**src/verilog/status_fifo_pkg.sv**
```systemverilog
// package: register map, field positions and modem phase codes
package status_fifo_pkg;
   localparam logic [5:0] ADDR_STATUS = 6'h08;
   localparam logic [5:0] ADDR_BYTE = 6'h09;
   localparam logic [5:0] ADDR_LEVEL = 6'h0A;
   localparam logic [5:0] ADDR_WATER = 6'h0B;
   localparam logic [7:0] STATUS_RESET = 8'h00;
   localparam logic [5:0] WATER_RESET = 6'h08;
   localparam int BIT_TEMP_CLR = 7;
   localparam int BIT_FAST_FORCE = 6;
   localparam int BIT_TARGET = 4;
   localparam int BIT_CIPHER = 3;
   localparam int BIT_PURGE = 7;
   localparam int QUEUE_DEPTH = 64;
   localparam int TEMP_LIMIT_C = 125;
   localparam logic [7:0] GUARD_RESET = 8'h00;
   typedef enum logic [2:0] {
      PH_IDLE = 3'h0,
      PH_WAIT_START = 3'h1,
      PH_TX_WAIT = 3'h2,
      PH_SENDING = 3'h3,
      PH_RX_WAIT = 3'h4,
      PH_WAIT_DATA = 3'h5,
      PH_RECEIVING = 3'h6
   } modem_phase_t;
endpackage : status_fifo_pkg
```
**src/verilog/queue_if.sv**
```systemverilog
// interface: queue push/pop/purge between top and storage
interface queue_if;
   logic push;
   logic pop;
   logic purge;
   logic [7:0] push_data;
   logic [7:0] pop_data;
   logic [6:0] count;
   modport ctrl (output push, output pop, output purge, output push_data, input pop_data, input count);
   modport store (input push, input pop, input purge, input push_data, output pop_data, output count);
endinterface : queue_if

```
**src/verilog/byte_queue.sv**
```systemverilog
// module: 64-byte queue storage with fill count
module byte_queue #(
   parameter int DEPTH = status_fifo_pkg::QUEUE_DEPTH
) (
   // clock and reset
   input wire logic clk,
   input wire logic reset_n,
   // queue port
   queue_if.store q
);
   logic [7:0] mem [DEPTH];
   logic [5:0] wr_ptr;
   logic [5:0] rd_ptr;
   logic [6:0] count;
   logic do_push;
   logic do_pop;
   assign do_push = q.push && (count != 7'(DEPTH));
   assign do_pop = q.pop && (count != 7'h00);
   assign q.count = count;
   assign q.pop_data = mem[rd_ptr];
   always_ff @(posedge clk) begin
      if (do_push) begin
         mem[wr_ptr] <= q.push_data;
      end
   end
   always_ff @(posedge clk or negedge reset_n) begin
      if (!reset_n) begin
         wr_ptr <= 6'h00;
         rd_ptr <= 6'h00;
      end else if (q.purge) begin
         wr_ptr <= 6'h00;
         rd_ptr <= 6'h00;
      end else begin
         if (do_push) begin
            wr_ptr <= wr_ptr + 6'h01;
         end
         if (do_pop) begin
            rd_ptr <= rd_ptr + 6'h01;
         end
      end
   end
   always_ff @(posedge clk or negedge reset_n) begin
      if (!reset_n) begin
         count <= 7'h00;
      end else if (q.purge) begin
         count <= 7'h00;
      end else if (do_push && !do_pop) begin
         count <= count + 7'h01;
      end else if (do_pop && !do_push) begin
         count <= count - 7'h01;
      end
   end
endmodule : byte_queue

```
**src/verilog/nfc_modem_status_fifo.sv**
```systemverilog
// top: modem status register, data queue and fill control
module nfc_modem_status_fifo (
   // clock and reset
   input wire logic clk,
   input wire logic reset_n,
   // register port
   input wire logic reg_wr,
   input wire logic reg_rd,
   input wire logic [5:0] reg_addr,
   input wire logic [7:0] reg_wdata,
   output logic [7:0] reg_rdata,
   // framing engine events
   input wire logic cmd_start,
   input wire logic auto_anticollision_cmd,
   input wire logic passive_mode,
   input wire logic target_answered,
   input wire logic auth_success,
   input wire logic transceive_active,
   input wire logic begin_transmission,
   input wire logic tx_done,
   input wire logic rx_start,
   input wire logic rx_done,
   input wire logic tx_wait_for_field,
   input wire logic rx_wait_for_field,
   input wire logic [7:0] tx_guard_time_setting,
   input wire logic [7:0] rx_guard_time,
   // analog pins
   input wire logic rf_field_pin,
   input wire logic overtemp_pin,
   input wire logic bus_fast_mode,
   // status outputs
   output logic host_filter_fast,
   output logic overtemp_error,
   output logic queue_overflow_err,
   output logic queue_nearly_full,
   output logic queue_nearly_empty,
   output logic card_cipher_active,
   output logic passive_target_selected,
   output logic [2:0] modem_phase
);
   queue_if q ();
   logic [1:0] rf_sync;
   logic [1:0] temp_sync;
   logic rf_on;
   logic rf_on_d;
   logic hot;
   logic fast_force;
   logic [5:0] queue_watermark;
   logic [7:0] guard_cnt;
   logic wr_status;
   logic wr_byte;
   logic wr_level;
   logic wr_water;
   logic rd_byte;
   status_fifo_pkg::modem_phase_t phase;
   status_fifo_pkg::modem_phase_t next_phase;

   byte_queue #(.DEPTH(status_fifo_pkg::QUEUE_DEPTH)) u_queue (
      .clk(clk),
      .reset_n(reset_n),
      .q(q)
   );

   // pin synchronisers
   always_ff @(posedge clk or negedge reset_n) begin
      if (!reset_n) begin
         rf_sync <= 2'h0;
         temp_sync <= 2'h0;
         rf_on_d <= 1'b0;
      end else begin
         rf_sync <= {rf_sync[0], rf_field_pin};
         temp_sync <= {temp_sync[0], overtemp_pin};
         rf_on_d <= rf_sync[1];
      end
   end
   assign rf_on = rf_sync[1];
   // sensor pin high means at or above the limit
   assign hot = temp_sync[1];

   // address decode
   always_comb begin
      wr_status = 1'b0;
      wr_byte = 1'b0;
      wr_level = 1'b0;
      wr_water = 1'b0;
      rd_byte = 1'b0;
      if (reg_addr == status_fifo_pkg::ADDR_STATUS) begin
         wr_status = reg_wr;
      end else if (reg_addr == status_fifo_pkg::ADDR_BYTE) begin
         wr_byte = reg_wr;
         rd_byte = reg_rd;
      end else if (reg_addr == status_fifo_pkg::ADDR_LEVEL) begin
         wr_level = reg_wr;
      end else if (reg_addr == status_fifo_pkg::ADDR_WATER) begin
         wr_water = reg_wr;
      end
   end

   assign q.push = wr_byte;
   assign q.pop = rd_byte;
   assign q.push_data = reg_wdata;
   assign q.purge = wr_level && reg_wdata[status_fifo_pkg::BIT_PURGE];

   // read mux; purge bit always reads zero
   always_ff @(posedge clk or negedge reset_n) begin
      if (!reset_n) begin
         reg_rdata <= 8'h00;
      end else if (reg_rd) begin
         if (reg_addr == status_fifo_pkg::ADDR_STATUS) begin
            reg_rdata <= {1'b0, fast_force, 1'b0, passive_target_selected, card_cipher_active, modem_phase};
         end else if (reg_addr == status_fifo_pkg::ADDR_BYTE) begin
            reg_rdata <= q.pop_data;
         end else if (reg_addr == status_fifo_pkg::ADDR_LEVEL) begin
            reg_rdata <= {1'b0, q.count};
         end else if (reg_addr == status_fifo_pkg::ADDR_WATER) begin
            reg_rdata <= {2'b00, queue_watermark};
         end else begin
            reg_rdata <= 8'h00;
         end
      end
   end

   // control bits
   always_ff @(posedge clk or negedge reset_n) begin
      if (!reset_n) begin
         fast_force <= 1'b0;
         queue_watermark <= status_fifo_pkg::WATER_RESET;
      end else begin
         if (wr_status) begin
            fast_force <= reg_wdata[status_fifo_pkg::BIT_FAST_FORCE];
         end
         if (wr_water) begin
            queue_watermark <= reg_wdata[5:0];
         end
      end
   end
   assign host_filter_fast = fast_force || bus_fast_mode;

   // over-temp latch; a fresh alarm beats the clear
   always_ff @(posedge clk or negedge reset_n) begin
      if (!reset_n) begin
         overtemp_error <= 1'b0;
      end else if (hot) begin
         overtemp_error <= 1'b1;
      end else if (wr_status && reg_wdata[status_fifo_pkg::BIT_TEMP_CLR]) begin
         overtemp_error <= 1'b0;
      end
   end

   // overflow cleared by command or purge; set wins over command, purge wins over set
   always_ff @(posedge clk or negedge reset_n) begin
      if (!reset_n) begin
         queue_overflow_err <= 1'b0;
      end else if (wr_byte && !q.purge && q.count == 7'(status_fifo_pkg::QUEUE_DEPTH)) begin
         queue_overflow_err <= 1'b1;
      end else if (cmd_start || q.purge) begin
         queue_overflow_err <= 1'b0;
      end
   end

   assign queue_nearly_full = (7'(status_fifo_pkg::QUEUE_DEPTH) - q.count) <= {1'b0, queue_watermark};
   assign queue_nearly_empty = q.count <= {1'b0, queue_watermark};

   // target selected; field loss clears it
   always_ff @(posedge clk or negedge reset_n) begin
      if (!reset_n) begin
         passive_target_selected <= 1'b0;
      end else if (target_answered && auto_anticollision_cmd && passive_mode) begin
         passive_target_selected <= 1'b1;
      end else if (rf_on_d && !rf_on) begin
         passive_target_selected <= 1'b0;
      end
   end

   // cipher set by auth; software clears it
   always_ff @(posedge clk or negedge reset_n) begin
      if (!reset_n) begin
         card_cipher_active <= 1'b0;
      end else if (auth_success) begin
         card_cipher_active <= 1'b1;
      end else if (wr_status && !reg_wdata[status_fifo_pkg::BIT_CIPHER]) begin
         card_cipher_active <= 1'b0;
      end
   end

   // guard timer counts cycles spent in a wait phase
   always_ff @(posedge clk or negedge reset_n) begin
      if (!reset_n) begin
         guard_cnt <= status_fifo_pkg::GUARD_RESET;
      end else if (next_phase != phase) begin
         guard_cnt <= status_fifo_pkg::GUARD_RESET;
      end else if (guard_cnt != 8'hFF) begin
         guard_cnt <= guard_cnt + 8'h01;
      end
   end

   always_comb begin
      next_phase = phase;
      case (phase)
         status_fifo_pkg::PH_IDLE: begin
            if (transceive_active) begin
               next_phase = status_fifo_pkg::PH_WAIT_START;
            end
         end
         status_fifo_pkg::PH_WAIT_START: begin
            if (begin_transmission) begin
               next_phase = status_fifo_pkg::PH_TX_WAIT;
            end
         end
         status_fifo_pkg::PH_TX_WAIT: begin
            if (guard_cnt >= tx_guard_time_setting && (rf_on || !tx_wait_for_field)) begin
               next_phase = status_fifo_pkg::PH_SENDING;
            end
         end
         status_fifo_pkg::PH_SENDING: begin
            if (tx_done) begin
               next_phase = status_fifo_pkg::PH_RX_WAIT;
            end
         end
         status_fifo_pkg::PH_RX_WAIT: begin
            if (guard_cnt >= rx_guard_time && (rf_on || !rx_wait_for_field)) begin
               next_phase = status_fifo_pkg::PH_WAIT_DATA;
            end
         end
         status_fifo_pkg::PH_WAIT_DATA: begin
            if (rx_start) begin
               next_phase = status_fifo_pkg::PH_RECEIVING;
            end
         end
         status_fifo_pkg::PH_RECEIVING: begin
            if (rx_done) begin
               next_phase = status_fifo_pkg::PH_IDLE;
            end
         end
         default: begin
            next_phase = status_fifo_pkg::PH_IDLE;
         end
      endcase
      if (!transceive_active) begin
         next_phase = status_fifo_pkg::PH_IDLE;
      end
   end

   always_ff @(posedge clk or negedge reset_n) begin
      if (!reset_n) begin
         phase <= status_fifo_pkg::PH_IDLE;
      end else begin
         phase <= next_phase;
      end
   end
   assign modem_phase = phase;
endmodule : nfc_modem_status_fifo

```
**config.mk**
```make
export PLATFORM = sky130hd
export DESIGN_NAME = nfc_modem_status_fifo
export DESIGN_NICKNAME = d
export VERILOG_FILES = /design/src/verilog/status_fifo_pkg.sv /design/src/verilog/queue_if.sv /design/src/verilog/byte_queue.sv /design/src/verilog/nfc_modem_status_fifo.sv
export SDC_FILE = /design/constraint.sdc
export NUM_CORES = 1
export LEC_CHECK = 0
export BUFFER_PORTS_ARGS = -buffer_cell sky130_fd_sc_hd__buf_2
export CELL_PAD_IN_SITES_DETAIL_PLACEMENT = 1
export CELL_PAD_IN_SITES_GLOBAL_PLACEMENT = 1
export CORE_ASPECT_RATIO = 0.7
export CORE_MARGIN = 2
export CORE_UTILIZATION = 49
export DETAILED_ROUTE_END_ITERATION = 10
export HOLD_SLACK_MARGIN = 0.03
export PLACE_DENSITY = 0.77
export SYNTH_ARGS = -nofsm -noshare
export SYNTH_HDL_FRONTEND = slang
export SYNTH_SLANG_ARGS = --single-unit
```
**constraint.sdc**
```tcl
create_clock -name clk -period 3 [get_ports clk]
set_input_delay 0.6 -clock clk [delete_from_list [all_inputs] [get_ports clk]]
set_output_delay 0.6 -clock clk [all_outputs]
set_load 0.01 [all_outputs]
```
After elaboration in Yosys (flattened, before gate mapping)
Memories as Yosys holds them, arrays and structs flattened.
Index checks and enable logic that the tools add are counted.

cells by class
  $add $sub $neg = 6
  equality and inequality tests = 14
  mux-type cells = 43
  magnitude comparators = 4
  reduce and logical (&&, ||, !) cells = 35

operators by type and width
  kind                   number
  $mux W8                4
  $mux W6                5
  $mux W7                4
  $eq A6 B4 Y1 const B   4
  $mux W1                22
  $mux W3                7
  $pmux W3 S7            1
  $ge A8 B8 Y1           2
  $le A7 B6 Y1           2
  $logic_and A1 B1 Y1    14
  $reduce_bool A2 Y1     7
  $add A6 B1 Y6 const B  2
  $eq A3 B3 Y1 const B   3
  $add A8 B1 Y8 const B  1
  $ne A8 B8 Y1 const B   1
  $add A7 B1 Y7 const B  1
  $eq A7 B7 Y1 const B   1
  $logic_not A1 Y1       7
  $ne A7 B7 Y1 const B   1
  $reduce_bool A7 Y1     1
  $sub A7 B1 Y7 const B  1
  $sub A7 B7 Y7 const A  1
  $eq A3 B2 Y1 const B   2
  $logic_or A1 B1 Y1     4
  4 further kinds        4

word-level totals
  word-level logic and storage cells = 118
  output and inout port bits = 18
  memories kept = 1
  register bits = 54
  bits of input ports = 49
  bits in writable memories = 512

memories
  memory       words  width  read ports  clocked after Yosys merged registers in  wr ports  RTL line          source
  u_queue.mem  64     8      1           0                                        1         byte_queue.sv:11  logic [7:0] mem [DEPTH];

Logic depth before layout (Yosys ltp)
Gate-level depths: netlist of the first run.

  depth after elaboration = 9
  mapped depth = 14
  mapped depth without buffers = 14

By module
A second synthesis of the first run with hierarchy kept.

unflattened totals
  cell total of the unflattened synthesis = 1,348
  area, all modules = 23,715.2 um2

by module, submodules not included
  module                 cells each  instances  sequential area each (um2)  area an instance (um2)
  byte_queue             1,073       1          15,850.2                    21,100.2
  nfc_modem_status_fifo  275         1          877.1                       2,615.0

Worst setup path after synthesis of the first run
No wires, ideal clock.

  kind = flip-flop to flip-flop
  start = reg u_queue.count[0], in the netlist u_queue.q.count[0]
  end = reg u_queue.count[6], in the netlist u_queue.q.count[6]
  cell stages (with the launch flop) = 15
  path buffers = 0
  clock period less this slack = 3,284 ps
  required time = 2,913 ps
  setup time = 87 ps
  arrival = 3,197 ps
  setup slack = -284 ps
  path through = dfrtp_1 -> inv_1 -> ha_1 -> or3b_4 -> or4_1 -> and3_1 -> nand2b_1 -> inv_1 -> fa_1 -> inv_1 -> a21oi_1 -> o21bai_1 -> a31oi_1 -> mux2_2 -> a22oi_1

between the ends
  word-level cells in the longest chain between the ends = 6
  elaborated cells on any way between the ends = 14
  those cells by class = 2 x add/sub; 1 x eq/ne; 3 x mux; 8 x reduce/logical

RTL lines
  what                                                   RTL line          source
  from (decl)                                            byte_queue.sv:14  logic [6:0] count;
  from (signal assigned)                                 byte_queue.sv:48  count <= count + 7'h01;
  from (signal assigned)                                 byte_queue.sv:50  count <= count - 7'h01;
  branches (longest 6 deep; another with $sub A7 B1 Y7)  n/a

Parallel ways; which one is timed is not known. The select of a mux whose other input is x is not followed.
A chain may end at the register's enable or synchronous reset.

Worst setup path after layout of the first run
Same ends and word-level chain as after synthesis.

==> results of run 1 <==
==> synthesized netlist by cell type, types with 9 or more instances <==
master / instances
edfxtp_1: 512
mux4_2: 121
nor2_1: 97
mux2i_1: 64
nand2_1: 54
dfrtp_1: 53
a21oi_1: 37
ha_1: 36
nand3_1: 36
inv_1: 34
clkbuf_1: 25
o21ai_0: 19
buf_2: 18
o22ai_1: 14
mux2_2: 12
xnor2_1: 12
nand4_1: 11
o2111ai_1: 11
a22oi_1: 10
nor2b_1: 9
xor2_1: 9
==> area by class of cell <==
class	count	area share, %
sequential	566	60.8
multi-input combinational	654	23.6
timing repair buffer	236	6.50
clock buffer	63	5.03
tap	621	2.82
clock inverter	31	0.718
inverter	35	0.477
antenna	2	0.0182
==> where the power goes <==
part | switching (mW) | internal (mW) | total (mW)
Clock | 2.92 | 3.38 | 6.30
Combinational | 1.97 | 1.92 | 3.89
Sequential | 0.147 | 8.69 | 8.84
==> per-layer routing <==
metal / track usage, % / up-vias
li1: - / 5715
met1: 38.7 / 7074
met2: 38.9 / 540
met3: 4.27 / 98
met4: 5.83 / 2
met5: 0 / -
==> kinds of logic after synthesis <==
group	count (synthesis)	synth area share, %
xor+xnor	21	0.782
mux	197	14.9
fa+ha+maj	37	2.00
simple gates	261	5.36
flops	566	71.1
buf+inv	98	1.92
compound gates	138	3.91
==> worst max-delay path by stage <==
stage | slack, ns | startpoint | end
final | -0.27 | u_queue.q.count[0]$_DFFE_PN0P_ | u_queue.q.count[6]$_DFFE_PN0P_
after CTS | -0.23 | u_queue.q.count[0]$_DFFE_PN0P_ | queue_nearly_full
after floorplan | -0.05 | u_queue.q.count[0]$_DFFE_PN0P_ | u_queue.q.count[6]$_DFFE_PN0P_
after global placement | -0.23 | reg_addr[2] | u_queue.q.count[6]$_DFFE_PN0P_
after detailed placement | -0.28 | reg_addr[2] | u_queue.q.count[6]$_DFFE_PN0P_
after global routing | -0.39 | u_queue.q.count[0]$_DFFE_PN0P_ | u_queue.q.count[6]$_DFFE_PN0P_
==> stage by stage <==
stage / instances / TNS [ns] / hold slack, ns
3_5_place_dp: 2104 / -2.25 / 0.346
2_1_floorplan: 1318 / -0.0501 / 0.304
4_1_cts: 2202 / -0.435 / 0.0977
6_report: 2208 / -0.731 / 0.121
3_3_place_gp: 2104 / -0.284 / 0.334
5_1_grt: 2207 / -1.24 / 0.108
==> registers in the layout (all words and copies together) (netlist names) <==
| name | count |
|---|---|
| u_queue.mem | 512 |
| guard_cnt | 8 |
| reg_rdata | 8 |
| u_queue.q.count | 7 |
| queue_watermark | 6 |
| u_queue.rd_ptr | 6 |
| u_queue.wr_ptr | 6 |
| modem_phase | 3 |
| rf_sync | 2 |
| temp_sync | 2 |
| card_cipher_active | 1 |
| fast_force | 1 |
| overtemp_error | 1 |
| passive_target_selected | 1 |
| queue_overflow_err | 1 |
| rf_on_d | 1 |
==> timing repair <==
action                     in CTS  in global routing
setup endpoints to repair       3                  6
gates resized for setup         6                 30
pin swaps                       8                 11
hold buffers                    0                  0
buffers inserted                4                  6
==> results.md, run 1 <==
* Outcome: complete, but fails checks
* Violated checks: setup timing
* Total wire length at 62300 um
* Nature of the critical path endpoint: register
* Hold Path Class: in2reg
* Worst skew pair latency at 0.59 ns
* Initial antenna violation count at 5
* Gpl congestion at 0.871
* Post-DRT Antenna Nets at 0
* Clock Tree Buf Depth at 3
* Final core occ at 57.8%
* Routed wl met3 at 4540 um
* Top sig layer: met5
* Clock slew at reported path FFs at 0.07 ns
* CP top delay family: simple AND/OR/NAND/NOR gates
* Buffers and inverters on the worst path at 4
* CP max stage cell: or4_4
* Crit path max fanout at 5
* All-Layer GR Usage at 25.5%
* Dpl ws at -0.278 ns
* Arrival @ worst endpoint at 3.78 ns
* DPL Wire Length at 41400 um
* Crit Path Class: reg2reg
* # fillers at 4259
* Power, Total at 19.0 mW
* Worst R2R End: u_queue.q.count[6]$_DFFE_PN0P_
* Commonest non-fill, non-tap cell in the layout: edfxtp_1
* Maxcap violations at 0
* Cell-by-cell trace of the critical path: inv_2, ha_4, or3b_4, buf_6, or4_4, and3_4, nand2b_4, inv_2, fa_2, inv_2, a21oi_2, o21bai_2, a31oi_4, mux2_4, a22oi_2
* Synthesized flop and latch total at 566
* Slack of the critical path at -0.271 ns
* Leak at 9.29 nW
* Synth area leader: edfxtp_1
* Yosys Warn Count at 0
* Post-synth EDFFs at 512
* Critical Path Max Stage Delay at 0.42 ns
* Post-synthesis area per instance at 17.8 um^2
* Initial Util at 49.4%
* Synth area leaders: edfxtp_1, mux4_2, dfrtp_1
* Stages on worst setup path at 15
* RR Startpoint: u_queue.q.count[0]$_DFFE_PN0P_
* Number of global-route vias before repair at 14.2k
* Pwr Density at 691 nW/um^2
* H-tree depth at 2
* WP data required at 3.51 ns
* Post-synth top area share at 65.4%
* Final Cycle Share at 109%
* DRT met1 WL at 27300 um
* Area of the multi-input gates at 6510 um^2
* DIE HEIGHT at 187 um
* Mapped Area at 23500 um^2
* Worst Tran Pin Value at 1.02 ns
* Register area share after synthesis at 71.1%
* Final Slew Violations at 0
* Via density at 6.08
* Worst Hold Launch: rf_field_pin
* Final Instance Area at 27500 um^2
* WHS Path Cells at 1
* CP startpoint kind: register
* Area grow syn2layout at 17.1%
* Ys flop type: edfxtp_1
* Skew final at 0.00919 ns
* Highest clock rate at 0.306 GHz
* DR vias at 13.4k
* Largest net degree at the start of global routing at 66
* FF-to-FF setup slack at -0.27 ns
* Synth cell types at 64
* Slew HR at 32.0%
* WL/cell at 28.2 um
* Share of cells above drive strength 1 at 31.1%
* CTS tree: done
* IO Pins at 67
* Row count at 67
* Core Footprint at 47600 um^2
* RSZ-0062 raised after global routing: true
* Grt ovf at 0
* Ys async rst share at 9.54%
* Mapped Nets at 1404
* Global-route wire length before repair at 93500 um
* Final hold violations at 0
* CTS root buf: clkbuf_16
* CTS sink count at 566
* Worst vdd ir at 0.495 mV
* # nets final at 1631
* IO buf count at 66
* Die X at 266 um
* Total CTS buffers at 52
* Most frequent CP cell: inv_2
* Initial detailed-routing violation count at 1591
* Drt first pass iters at 7
* Wire length on met2 at 29000 um
* Final min period at 3.27 ns
* Most frequent cells in the layout: edfxtp_1, buf_4, mux4_2, nor2_1, buf_2
* Worst Hold Endpoint: rf_sync[0]$_DFF_PN0_
* Post-DP Area at 25700 um^2
* R2R depth at 15
* Storage cell area at 16700 um^2
* Finish-stage setup viols at 4
* Synth Instances at 1318
* DRC viols at 0
* Die ar. at 49800 um^2
No activity file was read; power rests on OpenSTA's default activity.
==> inputs of run 2 (changes only) <==
--- a/config.mk
+++ b/config.mk
@@ -5,12 +5,13 @@
 export SDC_FILE = /design/constraint.sdc
 export NUM_CORES = 1
 export LEC_CHECK = 0
-export BUFFER_PORTS_ARGS = -buffer_cell sky130_fd_sc_hd__buf_2
+export BUFFER_PORTS_ARGS = -buffer_cell sky130_fd_sc_hd__buf_4
 export CELL_PAD_IN_SITES_DETAIL_PLACEMENT = 1
 export CELL_PAD_IN_SITES_GLOBAL_PLACEMENT = 1
 export CORE_ASPECT_RATIO = 0.7
 export CORE_MARGIN = 2
 export CORE_UTILIZATION = 49
+export CTS_CLUSTER_DIAMETER = 150
 export DETAILED_ROUTE_END_ITERATION = 10
 export HOLD_SLACK_MARGIN = 0.03
 export PLACE_DENSITY = 0.77
==> results.md, run 2 (synthesized netlist as in run 1, its figures left out) <==
* Storage cell area at 16700 um^2 (unchanged)
* Die ar. at 49800 um^2 (unchanged)
* Area of the multi-input gates at 6500 um^2 (about the same)
* Most flops, register: u_queue.mem
* Drt first pass iters at 5 (-2)
* Number of global-route vias before repair at 14.6k (+2.6%)
* Hold Path Class: in2async
* Core Footprint at 47600 um^2 (unchanged)
* Slack of the critical path at -0.153 ns (+0.118 ns)
* Final core occ at 58.3% (+0.47 points)
* Initial Util at 49.4% (unchanged)
* Largest registers: u_queue.mem (512), guard_cnt (8), reg_rdata (8)
* Row count at 67 (unchanged)
* Dpl ws at -0.299 ns (-0.0214 ns)
* Clock slew at reported path FFs at 0.07 ns (about the same)
* Slew HR at 43.5% (+11 points)
* Worst skew pair latency at 0.59 ns (about the same)
* Crit path from: u_queue.q.count[1]$_DFFE_PN0P_
* DIE HEIGHT at 187 um (unchanged)
* Grt ovf at 0 (unchanged)
* Skew final at 0.0295 ns (+0.0203 ns)
* WHS at 0.0989 ns (-0.0217 ns)
* Gpl congestion at 0.836 (-4.0%)
* Worst vdd ir at 0.576 mV (+16%)
* DR vias at 13.6k (+1.5%)
* Crit path max fanout at 5 (unchanged)
* Wire length on met2 at 29100 um (about the same)
* Top sig layer: met4
* Final min period at 3.15 ns (-0.118 ns)
* Area grow syn2layout at 18.0%
* Total wire length at 62800 um (+0.81%)
* FF-to-FF setup slack at -0.15 ns (+0.12 ns)
* Crit Path Class: reg2reg
* Violated checks: setup timing
* Clock Tree Buf Depth at 3 (unchanged)
* Worst Tran Pin Value at 0.848 ns (-0.172 ns)
* Largest net degree at the start of global routing at 67 (+1.5%)
* Nature of the critical path endpoint: register
* DRC viols at 0 (unchanged)
* Arrival @ worst endpoint at 3.59 ns (-0.19 ns)
* Power, Total at 19.4 mW (+1.9%)
* Total CTS buffers at 52 (unchanged)
* DRT met1 WL at 27300 um (about the same)
* H-tree depth at 2 (unchanged)
* Die X at 266 um (unchanged)
* N_diodes at 0 (-2)
* Post-DRT Antenna Nets at 0 (unchanged)
* IO buf count at 66 (unchanged)
* DPL Wire Length at 41000 um (-0.89%)
* # nets final at 1634 (+0.18%)
* CTS tree: done
* Via density at 6.17 (+1.4%)
* Max reg flops at 512 (unchanged)
* Maxcap violations at 0 (unchanged)
* IO Pins at 67 (unchanged)
* Hold-fix buffers, CTS at 0 (unchanged)
* CP startpoint kind: register
* Final hold violations at 0 (unchanged)
* Most frequent cells in the layout: edfxtp_1, buf_4, mux4_2, nor2_1, mux2i_1
* # fillers at 4278 (+0.45%)
* Leak at 9.38 nW (+0.96%)
* Outcome: complete, but fails checks
* Finish-stage setup viols at 2 (-2)
* Commonest non-fill, non-tap cell in the layout: edfxtp_1
* CP max stage cell: or4_4
* Post-DP Area at 25900 um^2 (+0.53%)
* CTS root buf: clkbuf_16
* Global-route wire length before repair at 94800 um (+1.4%)
* Initial detailed-routing violation count at 1387 (-13%)
* Initial antenna violation count at 0 (-5)
* Highest clock rate at 0.317 GHz (+3.7%)
* Pwr Density at 699 nW/um^2 (+1.0%)
* Final Cycle Share at 105% (-3.9 points)
* CTS sink count at 566 (unchanged)
* Cell-by-cell trace of the critical path: inv_2, ha_4, or3b_4, or4_4, and3_4, nand2b_4, inv_2, fa_2, inv_2, a21oi_2, o21bai_2, a31oi_4, buf_6, mux2i_1, a22oi_1
* All-Layer GR Usage at 25.7% (+0.23 points)
* RSZ-0062 raised after global routing: true
* Routed wl met3 at 4940 um (+8.8%)
* Most frequent CP cell: inv_2
* Critical Path Max Stage Delay at 0.44 ns (+0.02 ns)
* WP data required at 3.44 ns (-0.07 ns)
* Final Slew Violations at 0 (unchanged)
* RR Startpoint: u_queue.q.count[1]$_DFFE_PN0P_
* Final Instance Area at 27800 um^2 (+0.82%)
* Share of cells above drive strength 1 at 30.6% (-0.49 points)
* WL/cell at 28.4 um (+0.63%)
-- run 2: worst max-delay path: cells and delay by family, from the launching register on --
family                     cells  cell delay [ns]
AOI/OAI and AO/OA              4             0.50
adders and majority gates      2             0.49
buffers and inverters          4             0.33
DFF                            1             0.39
muxes                          1             0.17
and+or+nand+nor                4             1.13
-- run 2: where the power goes --
group	switching, mW	internal [mW]
Combinational	1.94	1.96
Sequential	0.165	8.69
Clock	2.90	3.74
-- run 2: layout make-up --
cell class / count / area share (%)
flip-flops and latches: 566 / 60.3
multi-input cells: 654 / 23.4
repair buffers: 239 / 6.94
clock buffers: 70 / 5.09
well taps: 621 / 2.80
clock inverters: 27 / 0.969
inverters: 35 / 0.473
-- run 2: worst paths after layout --
check                                                       to  depth (start not counted)
worst max-delay path            u_queue.q.count[6]$_DFFE_PN0P_                         15
worst max register to register  u_queue.q.count[6]$_DFFE_PN0P_                         15
min in group clk                          rf_sync[0]$_DFF_PN0_                          1
worst min register to register            rf_sync[1]$_DFF_PN0_                          0
max in group asynchronous        u_queue.rd_ptr[1]$_DFFE_PN0P_                          1
worst min-delay path             u_queue.rd_ptr[0]$_DFFE_PN0P_                          1
-- run 2: timing repair --
action                                  in CTS  in global routing
endpoints found under the setup margin       2                  4
setup buffers                                5                  7
pin swaps                                    9                 11
gates resized for setup                      8                 17
-- run 2: metal layers --
layer / vias to the layer above / track usage (%)
met5: - / 0
met4: 0 / 6.29
met3: 113 / 4.81
met2: 546 / 39.3
met1: 7243 / 38.6
li1: 5735 / -
-- run 2: stage by stage --
stage,setup TNS [ns],cells
after global placement,-0.925,2105
after CTS,-0.187,2207
after detailed placement,-7.46,2105
after global routing,-0.763,2212
after floorplan,-0.0501,1318
final,-0.264,2212
==> inputs of run 3 (changes only) <==
--- a/config.mk
+++ b/config.mk
@@ -6,15 +6,16 @@
 export NUM_CORES = 1
 export LEC_CHECK = 0
 export BUFFER_PORTS_ARGS = -buffer_cell sky130_fd_sc_hd__buf_4
-export CELL_PAD_IN_SITES_DETAIL_PLACEMENT = 1
-export CELL_PAD_IN_SITES_GLOBAL_PLACEMENT = 1
+export CELL_PAD_IN_SITES_DETAIL_PLACEMENT = 2
+export CELL_PAD_IN_SITES_GLOBAL_PLACEMENT = 2
 export CORE_ASPECT_RATIO = 0.7
 export CORE_MARGIN = 2
-export CORE_UTILIZATION = 49
+export CORE_UTILIZATION = 43
 export CTS_CLUSTER_DIAMETER = 150
 export DETAILED_ROUTE_END_ITERATION = 10
 export HOLD_SLACK_MARGIN = 0.03
-export PLACE_DENSITY = 0.77
+export PLACE_DENSITY = 0.76
 export SYNTH_ARGS = -nofsm -noshare
 export SYNTH_HDL_FRONTEND = slang
+export SYNTH_HIERARCHICAL = 1
 export SYNTH_SLANG_ARGS = --single-unit
==> constraint.sdc (replaced) <==
create_clock -name clk -period 2.8 [get_ports clk]
set_input_delay 0.56 -clock clk [delete_from_list [all_inputs] [get_ports clk]]
set_output_delay 0.56 -clock clk [all_outputs]
set_load 0.01 [all_outputs]
==> results.md, run 3 <==
* Maxcap violations at 0 (unchanged)
* Crit Path Class: reg2reg
* Synthesized flop and latch total at 566 (unchanged)
* Final Instance Area at 30800 um^2 (+11%)
* Skew final at 0.0413 ns (+0.0118 ns)
* Synth area leaders: edfxtp_1, mux4_2, dfrtp_1
* Nature of the critical path endpoint: register
* Critical Path Max Stage Delay at 0.59 ns (+0.15 ns)
* WL/cell at 38.1 um (+34%)
* Core Footprint at 54100 um^2 (+14%)
* Largest registers: u_queue/mem (512), guard_cnt (8), reg_rdata (8)
* Clock Tree Buf Depth at 3 (unchanged)
* CTS sink count at 566 (unchanged)
* Sw Share at 28.5% (+2.7 points)
* Yosys Warn Count at 6 (+6)
* Slack of the critical path at -0.580 ns (-0.427 ns)
* Leak at 10.7 nW (+14%)
* WP data required at 3.32 ns (-0.12 ns)
* Placed cells at 2293 (+8.9%)
* Most frequent cell after synthesis: edfxtp_1
* Mapped Nets at 1435 (+2.2%)
* Buffers and inverters on the worst path at 3 (-1)
* Crit path max fanout at 5 (unchanged)
* Synth area leader: edfxtp_1
* Register area share after synthesis at 70.5% (-0.61 points)
* CTS root buf: clkbuf_16
* Clock slew at reported path FFs at 0.07 ns (about the same)
* Post-synth top area share at 64.8% (-0.56 points)
* Worst skew pair latency at 0.64 ns (+0.05 ns)
* CP top delay family: simple AND/OR/NAND/NOR gates
* CP startpoint kind: register
* Synth cell types at 74 (+16%)
* Most flops, register: u_queue/mem
* Initial detailed-routing violation count at 1553 (+12%)
* DRC viols at 0 (unchanged)
* Row count at 71 (+6.0%)
* Sequential share of power at 41.9% (-3.8 points)
* # nets final at 1780 (+8.9%)
* Total CTS buffers at 56 (+7.7%)
* Ys async rst share at 9.54% (unchanged)
* Worst Tran Pin Value at 1.00 ns (+0.153 ns)
* Post-synth EDFFs at 512 (unchanged)
* Post-DP Area at 27000 um^2 (+4.4%)
* Max reg flops at 512 (unchanged)
* Final hold violations at 0 (unchanged)
* Arrival @ worst endpoint at 3.90 ns (+0.31 ns)
* Hold Path Class: in2reg
* Worst vdd ir at 0.537 mV (-6.9%)
* CTS tree: done
* Final min period at 3.38 ns (+0.227 ns)
* Cell-by-cell trace of the critical path: or4_4, buf_6, o41ai_4, buf_4, nand2_8, inv_4, fa_2, nor2b_4, nor3_4, o21bai_2, a21oi_2, mux2i_1, mux2_2
* Violated checks: setup timing
* Share of cells above drive strength 1 at 43.9% (+13 points)
* Largest net degree at the start of global routing at 67 (unchanged)
* Via density at 6.29 (+2.0%)
* Total wire length at 93800 um (+49%)
* Power, Total at 22.5 mW (+16%)
* Final Cycle Share at 121% (+16 points)
* Combinational share of power at 22.9% (+2.8 points)
* Pwr Density at 732 nW/um^2 (+4.8%)
* H-tree depth at 2 (unchanged)
* Initial Util at 43.8% (-5.5 points)
* All-Layer GR Usage at 30.1% (+4.4 points)
* Synth top cells by count: edfxtp_1, nor2_1, mux4_2
* Commonest non-fill, non-tap cell in the layout: edfxtp_1
* Drt first pass iters at 5 (unchanged)
* Internal power at 16.1 mW (+12%)
* Slew HR at 33.3% (-10 points)
* Most frequent cells in the layout: edfxtp_1, buf_4, mux4_2, mux2i_1, clkbuf_16
* Highest clock rate at 0.296 GHz (-6.7%)
* Grt ovf at 0 (unchanged)
* Die ar. at 57100 um^2 (+15%)
* DPL Wire Length at 50200 um (+22%)
* Post-DRT Antenna Nets at 0 (unchanged)
* Outcome: complete, but fails checks
* Synth Instances at 1348 (+2.3%)
* RSZ-0062 raised after global routing: true
* Global-route wire length before repair at 124000 um (+30%)
* Final Slew Violations at 0 (unchanged)
* Non-Filler Instances at 2465 (+11%)
* Number of global-route vias before repair at 16.6k (+13%)
* Finish-stage setup viols at 146 (+144)
* Die X at 285 um (+7.1%)
* Switching power total at 6.43 mW (+28%)
* Clock power frac at 35.2% (+1.0 points)
* IO buf count at 66 (unchanged)
* Mapped Area at 23700 um^2 (+0.86%)
* IO Pins at 67 (unchanged)
* Gpl congestion at 0.833 (-0.35%)
* CP max stage cell: or4_4
* Initial antenna violation count at 2 (+2)
* DR vias at 15.5k (+14%)
* Post-synthesis area per instance at 17.6 um^2 (-1.4%)
* Area grow syn2layout at 29.9%
* Ys flop type: edfxtp_1
* DIE HEIGHT at 200 um (+7.1%)
## run 3: cell types whose count changed after synthesis, moves of 9 or more
cell,delta
a2111oi_0,+9
mux2i_1,+21
mux2_2,+19
o2111ai_1,-9
nand2_1,-18
a21oi_1,-16
nand3_1,-14
a211o_1,+20
o22ai_1,+22
mux4_2,-21
## run 3: layer usage
layer  track usage [%]  wire, um  up-vias
met5                 0         0        -
met4              9.83      3930        0
met3              6.25      6500      220
met2              50.7     46100      799
met1              39.1     37300     8403
li1                  -         -     6086
## run 3: power by group through the flow
stage / combinational (mW) / clock, mW / sequential [mW]
after floorplan: 1.97 / 0 / 9.62
after global placement: 3.19 / 0 / 9.63
after detailed placement: 3.41 / 0 / 9.64
after CTS: 4.20 / 7.71 / 9.43
after global routing: 5.34 / 8.24 / 9.46
final: 5.17 / 7.93 / 9.45
## run 3: final cells by class
class / count / area (um^2)
Clock buffer: 66 / 1460
Timing Repair Buffer: 352 / 3500
Inverter: 40 / 153
Multi-Input combinational cell: 677 / 7710
Tap cell: 730 / 913
Clock inverter: 33 / 335
Antenna cell: 1 / 2.50
Sequential cell: 566 / 16700
Fill cell: 4522 / 23300
## run 3: metrics by stage
stage | hold slack (ns) | setup WS (ns) | setup TNS, ns | util, %
floorplan | 0.264 | -0.344 | -0.344 | -
global placement | 0.334 | -0.730 | -136.41 | 49.9
detailed placement | 0.337 | -0.727 | -204.62 | 49.9
CTS | 0.136 | -0.388 | -4.02 | 55.4
global route | 0.153 | -0.620 | -10.22 | 57.0
finish | 0.164 | -0.580 | -6.18 | 57.0
## run 3: timing repair
action                                 CTS  global route
pin swaps                               47            66
hold buffers                             3             0
setup endpoints to repair              118           530
gates resized for setup                164           126
gates cloned                             2             1
buffers inserted                        43            35
endpoints found under the hold margin    7             0
## run 3: kinds of logic (layout without fill, tap and decap cells)
family | Yosys count | after routing | synth area share [%]
XOR/XNOR | 17 | 17 | 0.707
AND/OR/NAND/NOR | 233 | 233 | 4.74
buffers and inverters | 105 | 491 | 1.99
adder cells (fa/ha/maj) | 38 | 38 | 2.04
flip-flops | 566 | 566 | 70.5
multiplexers | 217 | 217 | 14.6
AO/OA/AOI/OAI | 172 | 172 | 5.37
other | 0 | 1 | 0
## run 3: path summary, 6_finish.rpt
kind	endpoint	startpoint	depth (start not counted)	slack (ns)
max	u_queue/q.count[6]$_DFFE_PN0P_	u_queue/q.count[3]$_DFFE_PN0P_	13	-0.58
min	card_cipher_active$_DFFE_PN0P_	auth_success	2	0.16
max reg2reg	u_queue/q.count[6]$_DFFE_PN0P_	u_queue/q.count[3]$_DFFE_PN0P_	13	-0.58
min reg2reg	temp_sync[1]$_DFF_PN0_	temp_sync[0]$_DFF_PN0_	0	0.38
max in group asynchronous	u_queue/rd_ptr[0]$_DFFE_PN0P_	reset_n	2	1.57
min in group asynchronous	modem_phase[1]$_DFF_PN0_	reset_n	2	0.57
## run 3: worst register-to-register path, delay by kind of cell (launching register included)
| family | cells | cell delay (ns) |
|---|---|---|
| adders and majority gates | 1 | 0.24 |
| muxes | 2 | 0.67 |
| AOI/OAI and AO/OA | 3 | 0.53 |
| and+or+nand+nor | 4 | 0.99 |
| buffers and inverters | 3 | 0.45 |
| DFF | 1 | 0.39 |
